File: config.mk
export PLATFORM = sky130hd
export DESIGN_NAME = reconf_seq
export DESIGN_NICKNAME = d
export VERILOG_FILES = /design/src/reconf_pkg.sv /design/src/reconf_seq.sv /design/src/sync2.sv
export SDC_FILE = /design/constraint.sdc
export NUM_CORES = 1
export LEC_CHECK = 0
export BUFFER_PORTS_ARGS = -buffer_cell sky130_fd_sc_hd__buf_4
export CAP_MARGIN = 25
export CORE_MARGIN = 1.5
export CORE_UTILIZATION = 45
export CTS_BUF_LIST = sky130_fd_sc_hd__clkbuf_4 sky130_fd_sc_hd__clkbuf_8 sky130_fd_sc_hd__clkbuf_16
export CTS_CLUSTER_DIAMETER = 80
export DETAILED_ROUTE_END_ITERATION = 7
export PLACE_DENSITY = 0.67
export SYNTH_ARGS = -nofsm -noshare
export SYNTH_HDL_FRONTEND = slang
export SYNTH_HIERARCHICAL = 1
export SYNTH_SLANG_ARGS = --single-unit
File: constraint.sdc
create_clock -name clk -period 3.85 [get_ports clk]
set_input_delay 0.1925 -clock clk [delete_from_list [all_inputs] [get_ports clk]]
set_output_delay 0.1925 -clock clk [all_outputs]
set_load 0.005 [all_outputs]
File: src/reconf_pkg.sv
// Package with register map, field positions, reset values, cycle counts and states.
package reconf_pkg;
   // ---------------------------------------------------------------
   // Register map
   // ---------------------------------------------------------------
   localparam logic [3:0] ADDR_CTRL = 4'h0;
   localparam logic [3:0] ADDR_STATUS = 4'h4;
   localparam int CTRL_MODE_LSB = 0;
   localparam int CTRL_WALL_BIT = 8;
   localparam int ST_BUSY = 0;
   localparam int ST_PLL_LOCK = 1;
   localparam int ST_FREQ_LOCK = 2;
   localparam int ST_PWRDN = 3;
   localparam int ST_CHAN_DONE = 4;
   localparam int ST_PLL_DONE = 5;
   localparam int ST_LINK_READY = 6;
   localparam logic [2:0] MODE_RST = 3'h0;
   localparam logic [1:0] RESP_OKAY = 2'h0;
   localparam logic [1:0] RESP_SLVERR = 2'h2;
   // ---------------------------------------------------------------
   // Cycle counts
   // ---------------------------------------------------------------
   localparam logic [15:0] OFFSET_CYCLES = 16'h0014;
   localparam logic [15:0] RECONF_CYCLES = 16'h0010;
   localparam logic [15:0] ACCESS_CYCLES = 16'h0004;
   localparam logic [15:0] SCAN_CYCLES = 16'h0012;
   localparam logic [15:0] LOCK_CYCLES = 16'h0020;
   localparam logic [15:0] FREQ_CYCLES = 16'h0020;
   // ---------------------------------------------------------------
   // Controller states
   // ---------------------------------------------------------------
   typedef enum logic [3:0] {
      CS_OFFSET = 4'b0001,
      CS_IDLE = 4'b0010,
      CS_RECONF = 4'b0100,
      CS_ACCESS = 4'b1000
   } ctl_state_t;
endpackage

File: src/reconf_seq.sv
// Transceiver block reconfiguration controller, PLL scan and lock model with AXI4-Lite access.
//
// Summary of operation
// RQ1: Reset logic holds all resets before PLL reconfig.
// RQ2: Config update strobe follows last shifted bit.
// RQ3: Scan done flagged; then PLL reset drops lock.
// RQ4: Transmit digital reset released after PLL lock.
// RQ5: Receive analog reset waits five cycles after lock.
// RQ6: Receive digital reset waits lock-to-data after freqlock.
// RQ7: Settings and mode written, then write-all pulsed. The bench sets the mode and the write-all bit in one AXI write.
// RQ8: All three resets held during channel reconfig.
// RQ9: Busy rises as soon as write-all seen.
// RQ10: Channel reconfig done flagged on completion.
// RQ11: Transmit reset released after done, before analog.
// RQ12: Analog reset released five cycles after done.
// RQ13: Digital reset waits freqlock then lock-to-data time.
// RQ14: Block power-down powers down all channels, blocks.
// RQ15: Power-down pulse held at least one microsecond.
// RQ16: Power-down pulsed only after busy falls.
// RQ17: Busy falls only when offset cancellation finishes.
// RQ18: No power-down during offset cancellation.
// RQ19: Busy pulses at power-up and controller accesses only.
// RQ20: Model busy falls after about twenty cycles.
// RQ21: Forced electrical idle held one cycle first.
// RQ22: Simulation may skip the lock-to-data wait.
// RQ23: External sequencer uses parameterised counters. reset_seq_model uses fixed literal cycle counts (100, 5, 4, 3, 2) instead.
//
// The implementer's own choices: the AXI4-Lite interface to the registers and the register addresses.
`timescale 1ns/100ps
module reconf_seq
   import reconf_pkg::*;
#(
   parameter logic [15:0] OFFSET_N = reconf_pkg::OFFSET_CYCLES,
   parameter logic [15:0] RECONF_N = reconf_pkg::RECONF_CYCLES,
   parameter logic [15:0] ACCESS_N = reconf_pkg::ACCESS_CYCLES,
   parameter logic [15:0] SCAN_N = reconf_pkg::SCAN_CYCLES,
   parameter logic [15:0] LOCK_N = reconf_pkg::LOCK_CYCLES,
   parameter logic [15:0] FREQ_N = reconf_pkg::FREQ_CYCLES
) (
   input wire logic clk, // 100 MHz parallel clock.
   input wire logic rst, // Asynchronous reset, active high.
   input wire logic [3:0] s_axi_awaddr, // Write address.
   input wire logic s_axi_awvalid, // Write address valid.
   output logic s_axi_awready, // Write address ready.
   input wire logic [31:0] s_axi_wdata, // Write data.
   input wire logic [3:0] s_axi_wstrb, // Write byte strobes.
   input wire logic s_axi_wvalid, // Write data valid.
   output logic s_axi_wready, // Write data ready.
   output logic [1:0] s_axi_bresp, // Write response.
   output logic s_axi_bvalid, // Write response valid.
   input wire logic s_axi_bready, // Write response ready.
   input wire logic [3:0] s_axi_araddr, // Read address.
   input wire logic s_axi_arvalid, // Read address valid.
   output logic s_axi_arready, // Read address ready.
   output logic [31:0] s_axi_rdata, // Read data.
   output logic [1:0] s_axi_rresp, // Read response.
   output logic s_axi_rvalid, // Read data valid.
   input wire logic s_axi_rready, // Read data ready.
   input wire logic pll_areset, // PLL asynchronous reset pin.
   input wire logic pll_configupdate, // PLL configuration update strobe pin.
   input wire logic gxb_pd, // Transceiver block power-down pin.
   input wire logic rx_analogreset, // Receive analog reset pin.
   input wire logic tx_digitalreset, // Transmit digital reset pin.
   input wire logic rx_digitalreset, // Receive digital reset pin.
   output logic busy, // Controller busy.
   output logic pll_reconfig_done, // One-cycle scan chain done pulse.
   output logic channel_reconfig_done, // One-cycle channel reconfig done pulse.
   output logic pll_locked, // Transceiver PLL locked.
   output logic rx_freqlocked, // Receiver frequency locked.
   output logic powered_down // Block is powered down.
);
   // ---------------------------------------------------------------
   // Pin synchronisation
   // ---------------------------------------------------------------
   logic [5:0] pins_s;
   logic areset_s, cfgupd_s, pd_s, rxa_s, txd_s, rxd_s;
   sync2 #(.W(6)) u_sync (
      .clk(clk),
      .rst(rst),
      .d({pll_areset, pll_configupdate, gxb_pd, rx_analogreset, tx_digitalreset,
          rx_digitalreset}),
      .q(pins_s)
   );
   assign {areset_s, cfgupd_s, pd_s, rxa_s, txd_s, rxd_s} = pins_s;

   // ---------------------------------------------------------------
   // AXI4-Lite slave
   // ---------------------------------------------------------------
   logic aw_hold_reg, aw_hold_next, w_hold_reg, w_hold_next;
   logic [3:0] awaddr_reg, awaddr_next;
   logic [31:0] wdata_reg, wdata_next;
   logic [3:0] wstrb_reg, wstrb_next;
   logic bvalid_reg, bvalid_next, rvalid_reg, rvalid_next;
   logic [1:0] bresp_reg, bresp_next, rresp_reg, rresp_next;
   logic [31:0] rdata_reg, rdata_next;
   logic [2:0] mode_reg, mode_next;
   logic chan_sticky_reg, chan_sticky_next, pll_sticky_reg, pll_sticky_next;
   logic wr_do, rd_do, start_req, access_req;
   logic [31:0] status_w;
   logic busy_reg, chan_done_reg, pll_done_reg, locked_reg, freq_reg, pd_reg;

   assign wr_do = aw_hold_reg && w_hold_reg && !bvalid_reg;
   assign rd_do = s_axi_arvalid && !rvalid_reg;
   assign status_w = {25'h0000000, locked_reg && freq_reg && !txd_s && !rxd_s, pll_sticky_reg,
                      chan_sticky_reg, pd_reg, freq_reg, locked_reg, busy_reg};

   always_comb begin
      aw_hold_next = aw_hold_reg;
      w_hold_next = w_hold_reg;
      awaddr_next = awaddr_reg;
      wdata_next = wdata_reg;
      wstrb_next = wstrb_reg;
      bvalid_next = bvalid_reg && !s_axi_bready;
      bresp_next = bresp_reg;
      rvalid_next = rvalid_reg && !s_axi_rready;
      rresp_next = rresp_reg;
      rdata_next = rdata_reg;
      mode_next = mode_reg;
      chan_sticky_next = chan_sticky_reg;
      pll_sticky_next = pll_sticky_reg;
      start_req = 1'b0;
      access_req = 1'b0;
      if (s_axi_awvalid && !aw_hold_reg) begin
         aw_hold_next = 1'b1;
         awaddr_next = s_axi_awaddr;
      end
      if (s_axi_wvalid && !w_hold_reg) begin
         w_hold_next = 1'b1;
         wdata_next = s_axi_wdata;
         wstrb_next = s_axi_wstrb;
      end
      if (wr_do) begin
         aw_hold_next = 1'b0;
         w_hold_next = 1'b0;
         bvalid_next = 1'b1;
         bresp_next = RESP_OKAY;
         if (awaddr_reg == ADDR_CTRL) begin
            if (wstrb_reg[0]) begin
               mode_next = wdata_reg[CTRL_MODE_LSB +: 3];
            end
            if (wstrb_reg[1] && wdata_reg[CTRL_WALL_BIT]) begin
               start_req = 1'b1;
            end else begin
               access_req = 1'b1;
            end
         end else if (awaddr_reg == ADDR_STATUS) begin
            if (wstrb_reg[0] && wdata_reg[ST_CHAN_DONE]) begin
               chan_sticky_next = 1'b0;
            end
            if (wstrb_reg[0] && wdata_reg[ST_PLL_DONE]) begin
               pll_sticky_next = 1'b0;
            end
         end else begin
            bresp_next = RESP_SLVERR;
         end
      end
      if (rd_do) begin
         rvalid_next = 1'b1;
         rresp_next = RESP_OKAY;
         if (s_axi_araddr == ADDR_CTRL) begin
            rdata_next = {29'h00000000, mode_reg};
            access_req = 1'b1;
         end else if (s_axi_araddr == ADDR_STATUS) begin
            rdata_next = status_w;
         end else begin
            rdata_next = 32'h00000000;
            rresp_next = RESP_SLVERR;
         end
      end
      // A done event in the same cycle as its clear is kept.
      if (chan_done_reg) begin
         chan_sticky_next = 1'b1;
      end
      if (pll_done_reg) begin
         pll_sticky_next = 1'b1;
      end
   end

   always_ff @(posedge clk or posedge rst) begin
      if (rst) begin
         aw_hold_reg <= 1'b0;
         w_hold_reg <= 1'b0;
         awaddr_reg <= 4'h0;
         wdata_reg <= 32'h00000000;
         wstrb_reg <= 4'h0;
         bvalid_reg <= 1'b0;
         bresp_reg <= RESP_OKAY;
         rvalid_reg <= 1'b0;
         rresp_reg <= RESP_OKAY;
         rdata_reg <= 32'h00000000;
         mode_reg <= MODE_RST;
         chan_sticky_reg <= 1'b0;
         pll_sticky_reg <= 1'b0;
      end else begin
         aw_hold_reg <= aw_hold_next;
         w_hold_reg <= w_hold_next;
         awaddr_reg <= awaddr_next;
         wdata_reg <= wdata_next;
         wstrb_reg <= wstrb_next;
         bvalid_reg <= bvalid_next;
         bresp_reg <= bresp_next;
         rvalid_reg <= rvalid_next;
         rresp_reg <= rresp_next;
         rdata_reg <= rdata_next;
         mode_reg <= mode_next;
         chan_sticky_reg <= chan_sticky_next;
         pll_sticky_reg <= pll_sticky_next;
      end
   end

   assign s_axi_awready = !aw_hold_reg;
   assign s_axi_wready = !w_hold_reg;
   assign s_axi_bvalid = bvalid_reg;
   assign s_axi_bresp = bresp_reg;
   assign s_axi_arready = !rvalid_reg;
   assign s_axi_rvalid = rvalid_reg;
   assign s_axi_rresp = rresp_reg;
   assign s_axi_rdata = rdata_reg;

   // ---------------------------------------------------------------
   // Reconfiguration controller
   // ---------------------------------------------------------------
   // Requests that arrive while busy are answered on the bus but do not restart the
   // controller; software must poll busy before the next write-all.
   ctl_state_t state_reg, state_next;
   logic [15:0] cnt_reg, cnt_next;
   logic busy_next, chan_done_next;

   always_comb begin
      state_next = state_reg;
      cnt_next = cnt_reg + 16'h0001;
      chan_done_next = 1'b0;
      case (state_reg)
         CS_OFFSET: begin
            if (cnt_reg == OFFSET_N - 16'h0001) begin // [RQ17] [RQ20]
               state_next = CS_IDLE;
            end
         end
         CS_IDLE: begin
            cnt_next = 16'h0000;
            if (start_req) begin
               state_next = CS_RECONF; // [RQ9]
            end else if (access_req) begin
               state_next = CS_ACCESS; // [RQ19]
            end
         end
         CS_RECONF: begin
            if (cnt_reg == RECONF_N - 16'h0001) begin
               state_next = CS_IDLE;
               chan_done_next = 1'b1; // [RQ10]
            end
         end
         CS_ACCESS: begin
            if (cnt_reg == ACCESS_N - 16'h0001) begin
               state_next = CS_IDLE;
            end
         end
         default: begin
            state_next = CS_IDLE;
         end
      endcase
      if (state_next != state_reg) begin
         cnt_next = 16'h0000;
      end
      busy_next = (state_next != CS_IDLE); // [RQ9] [RQ19]
   end

   always_ff @(posedge clk or posedge rst) begin
      if (rst) begin
         state_reg <= CS_OFFSET;
         cnt_reg <= 16'h0000;
         busy_reg <= 1'b1;
         chan_done_reg <= 1'b0;
      end else begin
         state_reg <= state_next;
         cnt_reg <= cnt_next;
         busy_reg <= busy_next;
         chan_done_reg <= chan_done_next;
      end
   end

   // ---------------------------------------------------------------
   // PLL scan chain, PLL lock, receiver lock and power-down
   // ---------------------------------------------------------------
   logic cfg_prev_reg, cfg_prev_next, scan_run_reg, scan_run_next, pll_done_next;
   logic [15:0] scan_cnt_reg, scan_cnt_next, lock_cnt_reg, lock_cnt_next;
   logic [15:0] freq_cnt_reg, freq_cnt_next;
   logic locked_next, freq_next, pd_next;

   always_comb begin
      scan_run_next = scan_run_reg;
      scan_cnt_next = scan_cnt_reg;
      pll_done_next = 1'b0;
      cfg_prev_next = cfgupd_s;
      if (cfgupd_s && !cfg_prev_reg && !pd_s) begin
         scan_run_next = 1'b1;
         scan_cnt_next = 16'h0000;
      end else if (scan_run_reg) begin
         scan_cnt_next = scan_cnt_reg + 16'h0001;
         if (scan_cnt_reg == SCAN_N - 16'h0001) begin
            scan_run_next = 1'b0;
            pll_done_next = 1'b1; // [RQ3]
         end
      end
      // Power-down drops every lock at once; PLL reset drops the PLL lock, and the receiver lock one cycle later.
      pd_next = pd_s; // [RQ14]
      locked_next = locked_reg;
      lock_cnt_next = lock_cnt_reg;
      if (pd_s || areset_s) begin
         locked_next = 1'b0; // [RQ3] [RQ14]
         lock_cnt_next = 16'h0000;
      end else if (!locked_reg) begin
         lock_cnt_next = lock_cnt_reg + 16'h0001;
         locked_next = (lock_cnt_reg == LOCK_N - 16'h0001);
      end
      freq_next = freq_reg;
      freq_cnt_next = freq_cnt_reg;
      if (pd_s || rxa_s || !locked_reg) begin
         freq_next = 1'b0; // [RQ14]
         freq_cnt_next = 16'h0000;
      end else if (!freq_reg) begin
         freq_cnt_next = freq_cnt_reg + 16'h0001;
         freq_next = (freq_cnt_reg == FREQ_N - 16'h0001);
      end
   end

   always_ff @(posedge clk or posedge rst) begin
      if (rst) begin
         cfg_prev_reg <= 1'b0;
         scan_run_reg <= 1'b0;
         scan_cnt_reg <= 16'h0000;
         pll_done_reg <= 1'b0;
         locked_reg <= 1'b0;
         lock_cnt_reg <= 16'h0000;
         freq_reg <= 1'b0;
         freq_cnt_reg <= 16'h0000;
         pd_reg <= 1'b0;
      end else begin
         cfg_prev_reg <= cfg_prev_next;
         scan_run_reg <= scan_run_next;
         scan_cnt_reg <= scan_cnt_next;
         pll_done_reg <= pll_done_next;
         locked_reg <= locked_next;
         lock_cnt_reg <= lock_cnt_next;
         freq_reg <= freq_next;
         freq_cnt_reg <= freq_cnt_next;
         pd_reg <= pd_next;
      end
   end

   assign busy = busy_reg;
   assign channel_reconfig_done = chan_done_reg;
   assign pll_reconfig_done = pll_done_reg;
   assign pll_locked = locked_reg;
   assign rx_freqlocked = freq_reg;
   assign powered_down = pd_reg;
endmodule

File: src/sync2.sv
// Two-flop synchroniser for a bundle of asynchronous pin levels.
`timescale 1ns/100ps
module sync2 #(
   parameter int W = 1
) (
   input wire logic clk, // Parallel clock.
   input wire logic rst, // Asynchronous reset, active high.
   input wire logic [W-1:0] d, // Asynchronous levels.
   output logic [W-1:0] q // Synchronised levels.
);
   logic [W-1:0] meta_reg;
   always_ff @(posedge clk or posedge rst) begin
      if (rst) begin
         meta_reg <= '0;
         q <= '0;
      end else begin
         meta_reg <= d;
         q <= meta_reg;
      end
   end
endmodule

## Yosys cells after proc, flatten, opt, wreduce, memory -nomap -nowiden

Cells that the tools add are included.
W data, S select, Z words.

| storage, ports and cells | value |
|---|---|
| register bits | 148 |
| input bits | 57 |
| word-level logic and storage cells | 149 |
| output and inout bits | 47 |

| cells by class | value |
|---|---|
| reduce and logical (&&, ||, !) cells | 43 |
| add/subtract/negate cells | 4 |
| equality and inequality tests | 18 |
| multiplexer cells | 56 |

Operator list:

| cell | count |
|---|---|
| $mux W16 | 8 |
| $add A16 B1 Y16 const B | 4 |
| $eq A16 B5 Y1 const B | 4 |
| $mux W1 | 36 |
| $mux W4 | 5 |
| $reduce_bool A2 Y1 | 9 |
| $eq A16 B2 Y1 const B | 1 |
| $eq A16 B4 Y1 const B | 1 |
| $pmux W4 S4 | 1 |
| $logic_and A1 B1 Y1 | 15 |
| $mux W7 | 2 |
| $eq A4 B3 Y1 const B | 3 |
| $logic_not A1 Y1 | 11 |
| $logic_not A4 Y1 | 2 |
| $mux W2 | 4 |
| $reduce_and A4 Y1 | 2 |
| $eq A4 B1 Y1 const B | 1 |
| $eq A4 B2 Y1 const B | 1 |
| $eq A4 B4 Y1 const B | 1 |
| $ne A2 B1 Y1 const B | 2 |
| $ne A2 B2 Y1 const B | 2 |
| $ne A4 B2 Y1 const B | 1 |
| $ne A4 B4 Y1 | 1 |
| $logic_or A1 B1 Y1 | 3 |
| $reduce_and A3 Y1 | 1 |

## Depth between registers and ports, before layout

Gate-level depths: netlist of run 1.

| logic depth | value |
|---|---|
| depth after elaboration | 11 |
| depth in mapped cells | 7 |

## Cells and area by module

Netlist of run 1, hierarchy kept.

By module, submodules not included:

| module | cells an instance | seq. area each (um2) | area each (um2) | instances |
|---|---|---|---|---|
| reconf_seq | 502 | 2655.0 | 5128.7 | 1 |
| sync2 | 13 | 300.3 | 304.0 | 1 |

## Least setup slack after synthesis of run 1

Ideal clock, no wire load.

| timing | value |
|---|---|
| kind | reg-to-reg |
| start | reg cnt_reg[0] |
| end | reg cnt_reg[8] |
| stages on the path, launching flop included | 8 |
| library setup time | 0.071 ns |
| setup slack | 2.165 ns |
| clock period less this slack | 1.685 ns |
| arrival time | 1.614 ns |
| required time | 3.779 ns |
| cells stage by stage | dfrtp_1 > ha_1 > nor4b_1 > and4_1 > a32oi_1 > nand4b_4 > buf_6 > nor2_1 |

| on the way | value |
|---|---|
| cells in the longest elaborated chain, start to end | 5 |

RTL lines:

| item | RTL line | source |
|---|---|---|
| from (decl) | reconf_seq.sv:226 | `logic [15:0] cnt_reg, cnt_next;` |
| from (signal assigned) | reconf_seq.sv:276 | `cnt_reg <= cnt_next;` |
| $eq A16 B2 Y1, or another cell as far along | reconf_seq.sv:254 | `if (cnt_reg == ACCESS_N - 16'h0001) begin` |
| $mux W4 (on tied branches) | reconf_seq.sv:254, reconf_seq.sv:235, reconf_seq.sv:248 |  |
| $pmux W4 S4 | reconf_seq.sv:233 | `case (state_reg)` |
| $ne A4 B4 Y1 | reconf_seq.sv:262 | `if (state_next != state_reg) begin` |
| $mux W16 (*) | reconf_seq.sv:262 |  |
| net cnt_next[8] | reconf_seq.sv:226 |  |

Mark *: on every way through the listed nets, which the timed path passes. The rest lies on a longest branch.
A chain may end at the register's enable or synchronous reset.

## Worst setup path after layout of run 1

| timing | value |
|---|---|
| start | reg freq_reg (netlist: rx_freqlocked) |
| end | reg freq_cnt_reg[11] |

| on the way | value |
|---|---|
| cells in the longest elaborated chain, start to end | 1 |

RTL lines:

| item | RTL line | source |
|---|---|---|
| from (decl) | reconf_seq.sv:100 | `logic busy_reg, chan_done_reg, pll_done_reg, locked_reg, freq_reg, pd_reg;` |
| from (signal assigned) | reconf_seq.sv:345 | `freq_reg <= freq_next;` |
| $ne A2 B1 Y1 (no source line) | -- |  |
| to (signal assigned) | reconf_seq.sv:346 | `freq_cnt_reg <= freq_cnt_next;` |
| to (decl) | reconf_seq.sv:287 | `logic [15:0] freq_cnt_reg, freq_cnt_next;` |

No other way between the ends.

==> flow_summary.json, run 1 <==
{
  "cts_root_buf": "clkbuf_16",
  "cp.arrival_ns": 2.24,
  "io_pins": 104,
  "ys_ff_latch": 118,
  "yosysSeqAreaShare_pct": 54.4,
  "grt_usage_pct": 18.4,
  "status": "complete, no violations",
  "hold_viol_final": 0,
  "timing.fmax_ghz": 0.509,
  "holdWs_ns": 0.0163,
  "critical-path-max-stage-delay_ns": 0.52,
  "synth.avg_cell_area_sq_um": 10.5,
  "first_pass_iters": 4,
  "synth_cell_types": 52,
  "ys_warn_count": 6,
  "synthCells": 515,
  "antenna_cells": 0,
  "drc": 0,
  "skew_ns": 0.00461,
  "gp_congestion": 0.794,
  "wirelength_mm": 10.4,
  "place_worst_setup_slack_ns": 1.89,
  "routedWlPerCell_um": 14.1,
  "r2r-end": "freq_cnt_reg[11]$_DFFE_PP0P_",
  "core-area_sq_um": 11600,
  "dpl-instance-area_sq_um": 5860,
  "synth_compound_area_share_pct": 5.64,
  "die_h_um": 113,
  "viasPerCell": 5.12,
  "crit_buf_inv": 0,
  "setup_tns_ns": 0,
  "end_kind": "flip-flop",
  "synthAdderAreaFrac_pct": 1.15,
  "rows": 39,
  "critical_path_class": "reg2reg",
  "synth_xor_area_share_pct": 7.90,
  "grt_antenna_before_repair": 0,
  "start_util_pct": 46.8,
  "dp_hpwl_mm": 7.18,
  "h-tree-depth": 4,
  "reg2regPathDepth": 5,
  "first_iter_violations": 274,
  "yosys.area_share.simple_pct": 20.9,
  "critPathSlowestCell": "nor3_1",
  "synth_edf_count": 0,
  "leakagePower_nw": 2.99,
  "gr-total-overflow": 0,
  "cts_tree": "yes",
  "synthMuxAreaShare_pct": 4.03,
  "crit_fanout": 9,
  "multi_input_area_sq_um": 2260,
  "power.density_cell_area_nw_per_um2": 555,
  "synthFlopType": "dfrtp_1",
  "grt_pass1_wl_mm": 18.1,
  "area_delta_synth_final_pct": 22.1,
  "max-cap-violations": 0,
  "synth_top_family_by_area": "simple AND/OR/NAND/NOR gates",
  "setup_violations": 0,
  "grt_max_degree": 68,
  "cts-buffers-inserted": 17,
  "hold_path.class": "in2reg",
  "die_width_um": 113,
  "drive_above_1_share_pct": 18.5,
  "fin_ws_ns": 1.89,
  "fill_cells": 971,
  "die_area_sq_um": 12700,
  "fin_area_sq_um": 6630,
  "clock_sinks": 118,
  "async_flop_share_pct": 100,
  "register_area_sq_um": 2960,
  "cpLargestDelayFamily": "simple AND/OR/NAND/NOR gates",
  "drtAntennaViolNets": 0,
  "holdPathEnd": "awaddr_reg[1]$_DFFE_PP0P_",
  "nets": 648,
  "netlist_area_sq_um": 5430,
  "reg2reg_from": "rx_freqlocked$_DFF_PP0_",
  "startpoint_type": "flip-flop",
  "period_share_pct": 51.0,
  "clk_pin_slew_ns": 0.05,
  "r2r_slack_ns": 1.89,
  "fin_crit_ns": 1.96,
  "clk_latency_ns": 0.41,
  "crit_chain": "nand4b_1, nor3_1, and3_1, xnor2_1, nor2_1",
  "rsz0062_at_grt": "false",
  "holdCritStartpoint": "s_axi_awaddr[1]",
  "route.vias.total": 3797,
  "cts_buffer_depth": 2,
  "peakVddDrop_mv": 0.332,
  "numPortBuffers": 48,
  "grt_pass1_vias": 3763,
  "worst_pin_slew_ns": 0.696,
  "crit_cells": 5,
  "hold_depth": 2,
  "drv_slew": 0,
  "cp_data_required_time_ns": 4.13,
  "max-slew-margin-rel_pct": 53.5
}
==> cells in the final DEF, fill, tap and decap left out, drive strengths merged, types with 5 or more instances in the layout <==
| master | Yosys | layout |
|---|---|---|
| buf | 32 | 52 |
| xnor2 | 16 | 16 |
| nand4 | 13 | 13 |
| clkinvlp | 0 | 5 |
| conb | 1 | 27 |
| and3 | 10 | 10 |
| dfrtp | 116 | 116 |
| mux2i | 5 | 5 |
| nor3 | 9 | 9 |
| ha | 5 | 5 |
| a21oi | 13 | 13 |
| or3 | 13 | 13 |
| nor4 | 9 | 9 |
| nor4b | 5 | 5 |
| dlygate4sd3 | 0 | 16 |
| nand2 | 39 | 39 |
| clkbuf | 10 | 20 |
| inv | 13 | 13 |
| nor2b | 5 | 5 |
| and4 | 9 | 9 |
| o21ai | 23 | 23 |
| nor2 | 67 | 67 |
| mux2 | 15 | 15 |
| xor2 | 33 | 33 |
| nand3 | 18 | 18 |
==> through the flow <==
step                      utilization (%)  instances  power, mW
after global routing                 57.1        742       3.86
after CTS                            57.1        742       3.72
after detailed placement             50.4        694       2.07
final                                57.1        742       3.68
after global placement               50.2        693       2.04
after floorplan                         -        541       1.92
==> cell usage after synthesis (all sizes together) (13+ instances only) <==
cell	number	area [sq um]
dfrtp	116	2900
nor2	67	254
nand2	39	146
xor2	33	289
buf	32	234
o21ai	23	115
nand3	18	95.1
xnor2	16	140
mux2	15	169
a21oi	13	65.1
inv	13	48.8
nand4	13	81.3
or3	13	91.3
==> worst max path at each step <==
| stage | startpoint | end | slack, ns |
|---|---|---|---|
| after floorplan | rst | aw_hold_reg$_DFFE_PP0P_ | 0.87 |
| after global placement | rx_freqlocked$_DFF_PP0_ | freq_cnt_reg[11]$_DFFE_PP0P_ | 1.93 |
| after detailed placement | rx_freqlocked$_DFF_PP0_ | freq_cnt_reg[11]$_DFFE_PP0P_ | 1.89 |
| after CTS | rx_freqlocked$_DFF_PP0_ | freq_cnt_reg[11]$_DFFE_PP0P_ | 1.87 |
| after global routing | rx_freqlocked$_DFF_PP0_ | freq_cnt_reg[13]$_DFFE_PP0P_ | 1.65 |
| final | rx_freqlocked$_DFF_PP0_ | freq_cnt_reg[11]$_DFFE_PP0P_ | 1.89 |
==> cell families after synthesis <==
family | after synthesis
and+or+nand+nor | 215
DFF | 118
buffers and inverters | 55
AOI/OAI and AO/OA | 52
xor gates and xnor gates | 49
muxes | 20
adders and majority gates | 5
other | 1
==> where the power goes <==
part | switching [mW] | internal, mW
Sequential | 0.155 | 1.41
Clock | 0.560 | 1.06
Combinational | 0.226 | 0.265
==> metal layers <==
metal  vias to the layer above  wire length [um]  global-route usage [%]  part of all wire, %
met1                      1850              4870                    23.7                   47
li1                       1866                 -                       -                    -
met3                        11               379                    6.21                  3.6
met2                        70              5050                    28.9                   48
met5                         -                 0                       0                    0
met4                         0               144                    7.00                  1.4
==> cell type report <==
| cell class | instances | area share [%] |
|---|---|---|
| Sequential cell | 118 | 44.5 |
| Multi-Input combinational cell | 368 | 34.1 |
| Timing Repair Buffer | 68 | 8.60 |
| Clock buffer | 20 | 7.04 |
| Tap cell | 143 | 2.70 |
| Clock inverter | 12 | 2.28 |
| Inverter | 13 | 0.773 |
==> repair_timing <==
action                    4_1_cts  5_1_grt
hold buffers                   16        0
gates resized for setup         0        0
hold endpoints to repair       49        0
buffers inserted                0        0
Power figures use the tool's default switching activity.
==> inputs of run 2 (changes only) <==
Settings changed: PLACE_DENSITY 0.67 to 0.7.
Clock period 3.85 ns to 1.7 ns, I/O delays scaled along.
==> flow_summary.json, run 2 (synthesis results as in run 1) <==
{
  "status": "complete, no violations",
  "most-common-layout-cells": "dfrtp_1 (115), buf_4 (77), nor2_1 (61)",
  "fin_ws_ns": 0.0335,
  "holdPathEnd": "s_axi_rresp[1]$_DFFE_PP0N_",
  "nets": 684,
  "crit_buf_inv": 2,
  "routedWlPerCell_um": 14.9,
  "rsz0062_at_grt": "true",
  "grt_pass1_wl_mm": 19.1,
  "crit_fanout": 8,
  "grt_usage_pct": 19.4,
  "area_delta_synth_final_pct": 29.9,
  "dpl-instance-area_sq_um": 6010,
  "finish.utilization_pct": 60.8,
  "cts-buffers-inserted": 17,
  "final_common_cell": "dfrtp_1",
  "reg2regPathDepth": 6,
  "die_h_um": 113,
  "max-slew-margin-rel_pct": 59.0,
  "io_pins": 104,
  "first_iter_violations": 213,
  "clk_latency_ns": 0.41,
  "period_share_pct": 98.0,
  "setup_violations": 0,
  "startpoint_type": "primary input",
  "cts_tree": "yes",
  "dp_hpwl_mm": 7.26,
  "drtAntennaViolNets": 0,
  "hold_depth": 3,
  "route.vias.total": 4075,
  "critical-path-max-stage-delay_ns": 0.54,
  "drc": 0,
  "skew_ns": 0.00515,
  "fill_cells": 919,
  "viasPerCell": 5.24,
  "cts_buffer_depth": 2,
  "peakVddDrop_mv": 0.611,
  "cp.arrival_ns": 2.01,
  "grt_max_degree": 107,
  "antenna_cells": 0,
  "hold_path.class": "in2reg",
  "gp_congestion": 0.801,
  "power.density_cell_area_nw_per_um2": 1250,
  "grt_antenna_before_repair": 0,
  "hold_viol_final": 0,
  "setup_tns_ns": 0,
  "p_total_mw": 8.83,
  "numPortBuffers": 48,
  "grt_pass1_vias": 4013,
  "crit_chain": "dlygate4sd3_1, buf_4, or3_4, or3_4, nand3_2, nand4b_4, nor2_1",
  "h-tree-depth": 4,
  "end_kind": "flip-flop",
  "place_worst_setup_slack_ns": -0.0690,
  "wirelength_mm": 11.6,
  "fin_area_sq_um": 7060,
  "rows": 39,
  "drive_above_1_share_pct": 24.6,
  "cpLargestDelayFamily": "simple AND/OR/NAND/NOR gates",
  "fin_crit_ns": 1.67,
  "cts_root_buf": "clkbuf_16",
  "r2r_slack_ns": 0.07,
  "clock_sinks": 118,
  "r2r-end": "cnt_reg[15]$_DFF_PP0_",
  "gr-total-overflow": 0,
  "cp_data_required_time_ns": 2.04,
  "timing.fmax_ghz": 0.600,
  "core-area_sq_um": 11600,
  "clk_pin_slew_ns": 0.06,
  "leakagePower_nw": 3.18,
  "critical_path_class": "in2reg",
  "critPathSlowestCell": "dlygate4sd3_1",
  "max-cap-violations": 0,
  "drv_slew": 0,
  "first_pass_iters": 5,
  "reg2reg_from": "cnt_reg[1]$_DFF_PP0_",
  "worst_pin_slew_ns": 0.613,
  "holdCritStartpoint": "s_axi_araddr[0]",
  "die_area_sq_um": 12700,
  "start_util_pct": 46.8,
  "die_width_um": 113,
  "path_common_cell": "or3_4"
}
-- run 2: cell count changes in the layout (fill, tap and decap cells not counted), moves of 2 or more --
| cell | before | now |
|---|---|---|
| bufinv_16 | 3 | 5 |
| nor2_1 | 66 | 61 |
| buf_4 | 51 | 77 |
| nor4_2 | 0 | 3 |
| dlygate4sd3_1 | 16 | 25 |
| o21ai_0 | 23 | 21 |
| nor2_2 | 1 | 6 |
| nor4_1 | 9 | 6 |
| clkbuf_8 | 3 | 0 |
| nor4b_1 | 5 | 3 |
-- run 2: power by group --
| group | total, mW | internal (mW) | switching (mW) |
|---|---|---|---|
| clock network | 3.88 | 2.60 | 1.28 |
| logic | 1.42 | 0.735 | 0.680 |
| registers | 3.54 | 3.19 | 0.345 |
-- run 2: worst max path at each step --
stage / endpoint / cells past startpoint / startpoint / slack [ns]
final: cnt_reg[15]$_DFF_PP0_ / 7 / s_axi_araddr[3] / 0.03
after global routing: cnt_reg[13]$_DFF_PP0_ / 6 / cnt_reg[0]$_DFF_PP0_ / -0.02
after detailed placement: cnt_reg[5]$_DFF_PP0_ / 6 / cnt_reg[1]$_DFF_PP0_ / -0.07
after CTS: cnt_reg[5]$_DFF_PP0_ / 6 / cnt_reg[1]$_DFF_PP0_ / 0.008
after global placement: cnt_reg[10]$_DFF_PP0_ / 6 / cnt_reg[0]$_DFF_PP0_ / -0.006
after floorplan: cnt_reg[8]$_DFF_PP0_ / 7 / cnt_reg[0]$_DFF_PP0_ / 0.01
-- run 2: cell type report --
cell class / instances / area, sq um / area share, %
Clock inverter: 14 / 209 / 2.96
Tap cell: 143 / 179 / 2.54
Multi-Input combinational cell: 369 / 2380 / 33.7
Timing Repair Buffer: 103 / 848 / 12.0
Clock buffer: 18 / 433 / 6.13
Sequential cell: 118 / 2960 / 41.9
Inverter: 13 / 52.6 / 0.745
-- run 2: what timing repair did --
action | in CTS | in global routing
setup endpoints to repair | 16 | 30
gates cloned | 1 | 0
pin swaps | 1 | 12
endpoints found under the hold margin | 141 | 0
buffers inserted | 0 | 5
resized for setup | 4 | 21
hold buffers | 25 | 0
-- run 2: worst reg2reg max path, stage by stage, from the launching register on --
cell	delay, ns
dfrtp_1	0.39
ha_2	0.18
nor4b_4	0.13
and4_4	0.16
a32oi_4	0.30
nand4b_4	0.25
nor2_1	0.15
-- run 2: layer usage --
layer | global-route usage, % | vias to the layer above | wire length, um
li1 | - | 1934 | -
met1 | 24.6 | 2049 | 5230
met2 | 31.6 | 78 | 5800
met3 | 4.93 | 14 | 367
met4 | 8.42 | 0 | 194
met5 | 0 | - | 0
-- run 2: stage by stage --
stage / hold WS [ns] / instances
after floorplan: -0.0503 / 541
after global placement: 0.139 / 715
after detailed placement: 0.151 / 715
after CTS: 0.0303 / 773
after global routing: 0.0683 / 778
final: 0.0366 / 778
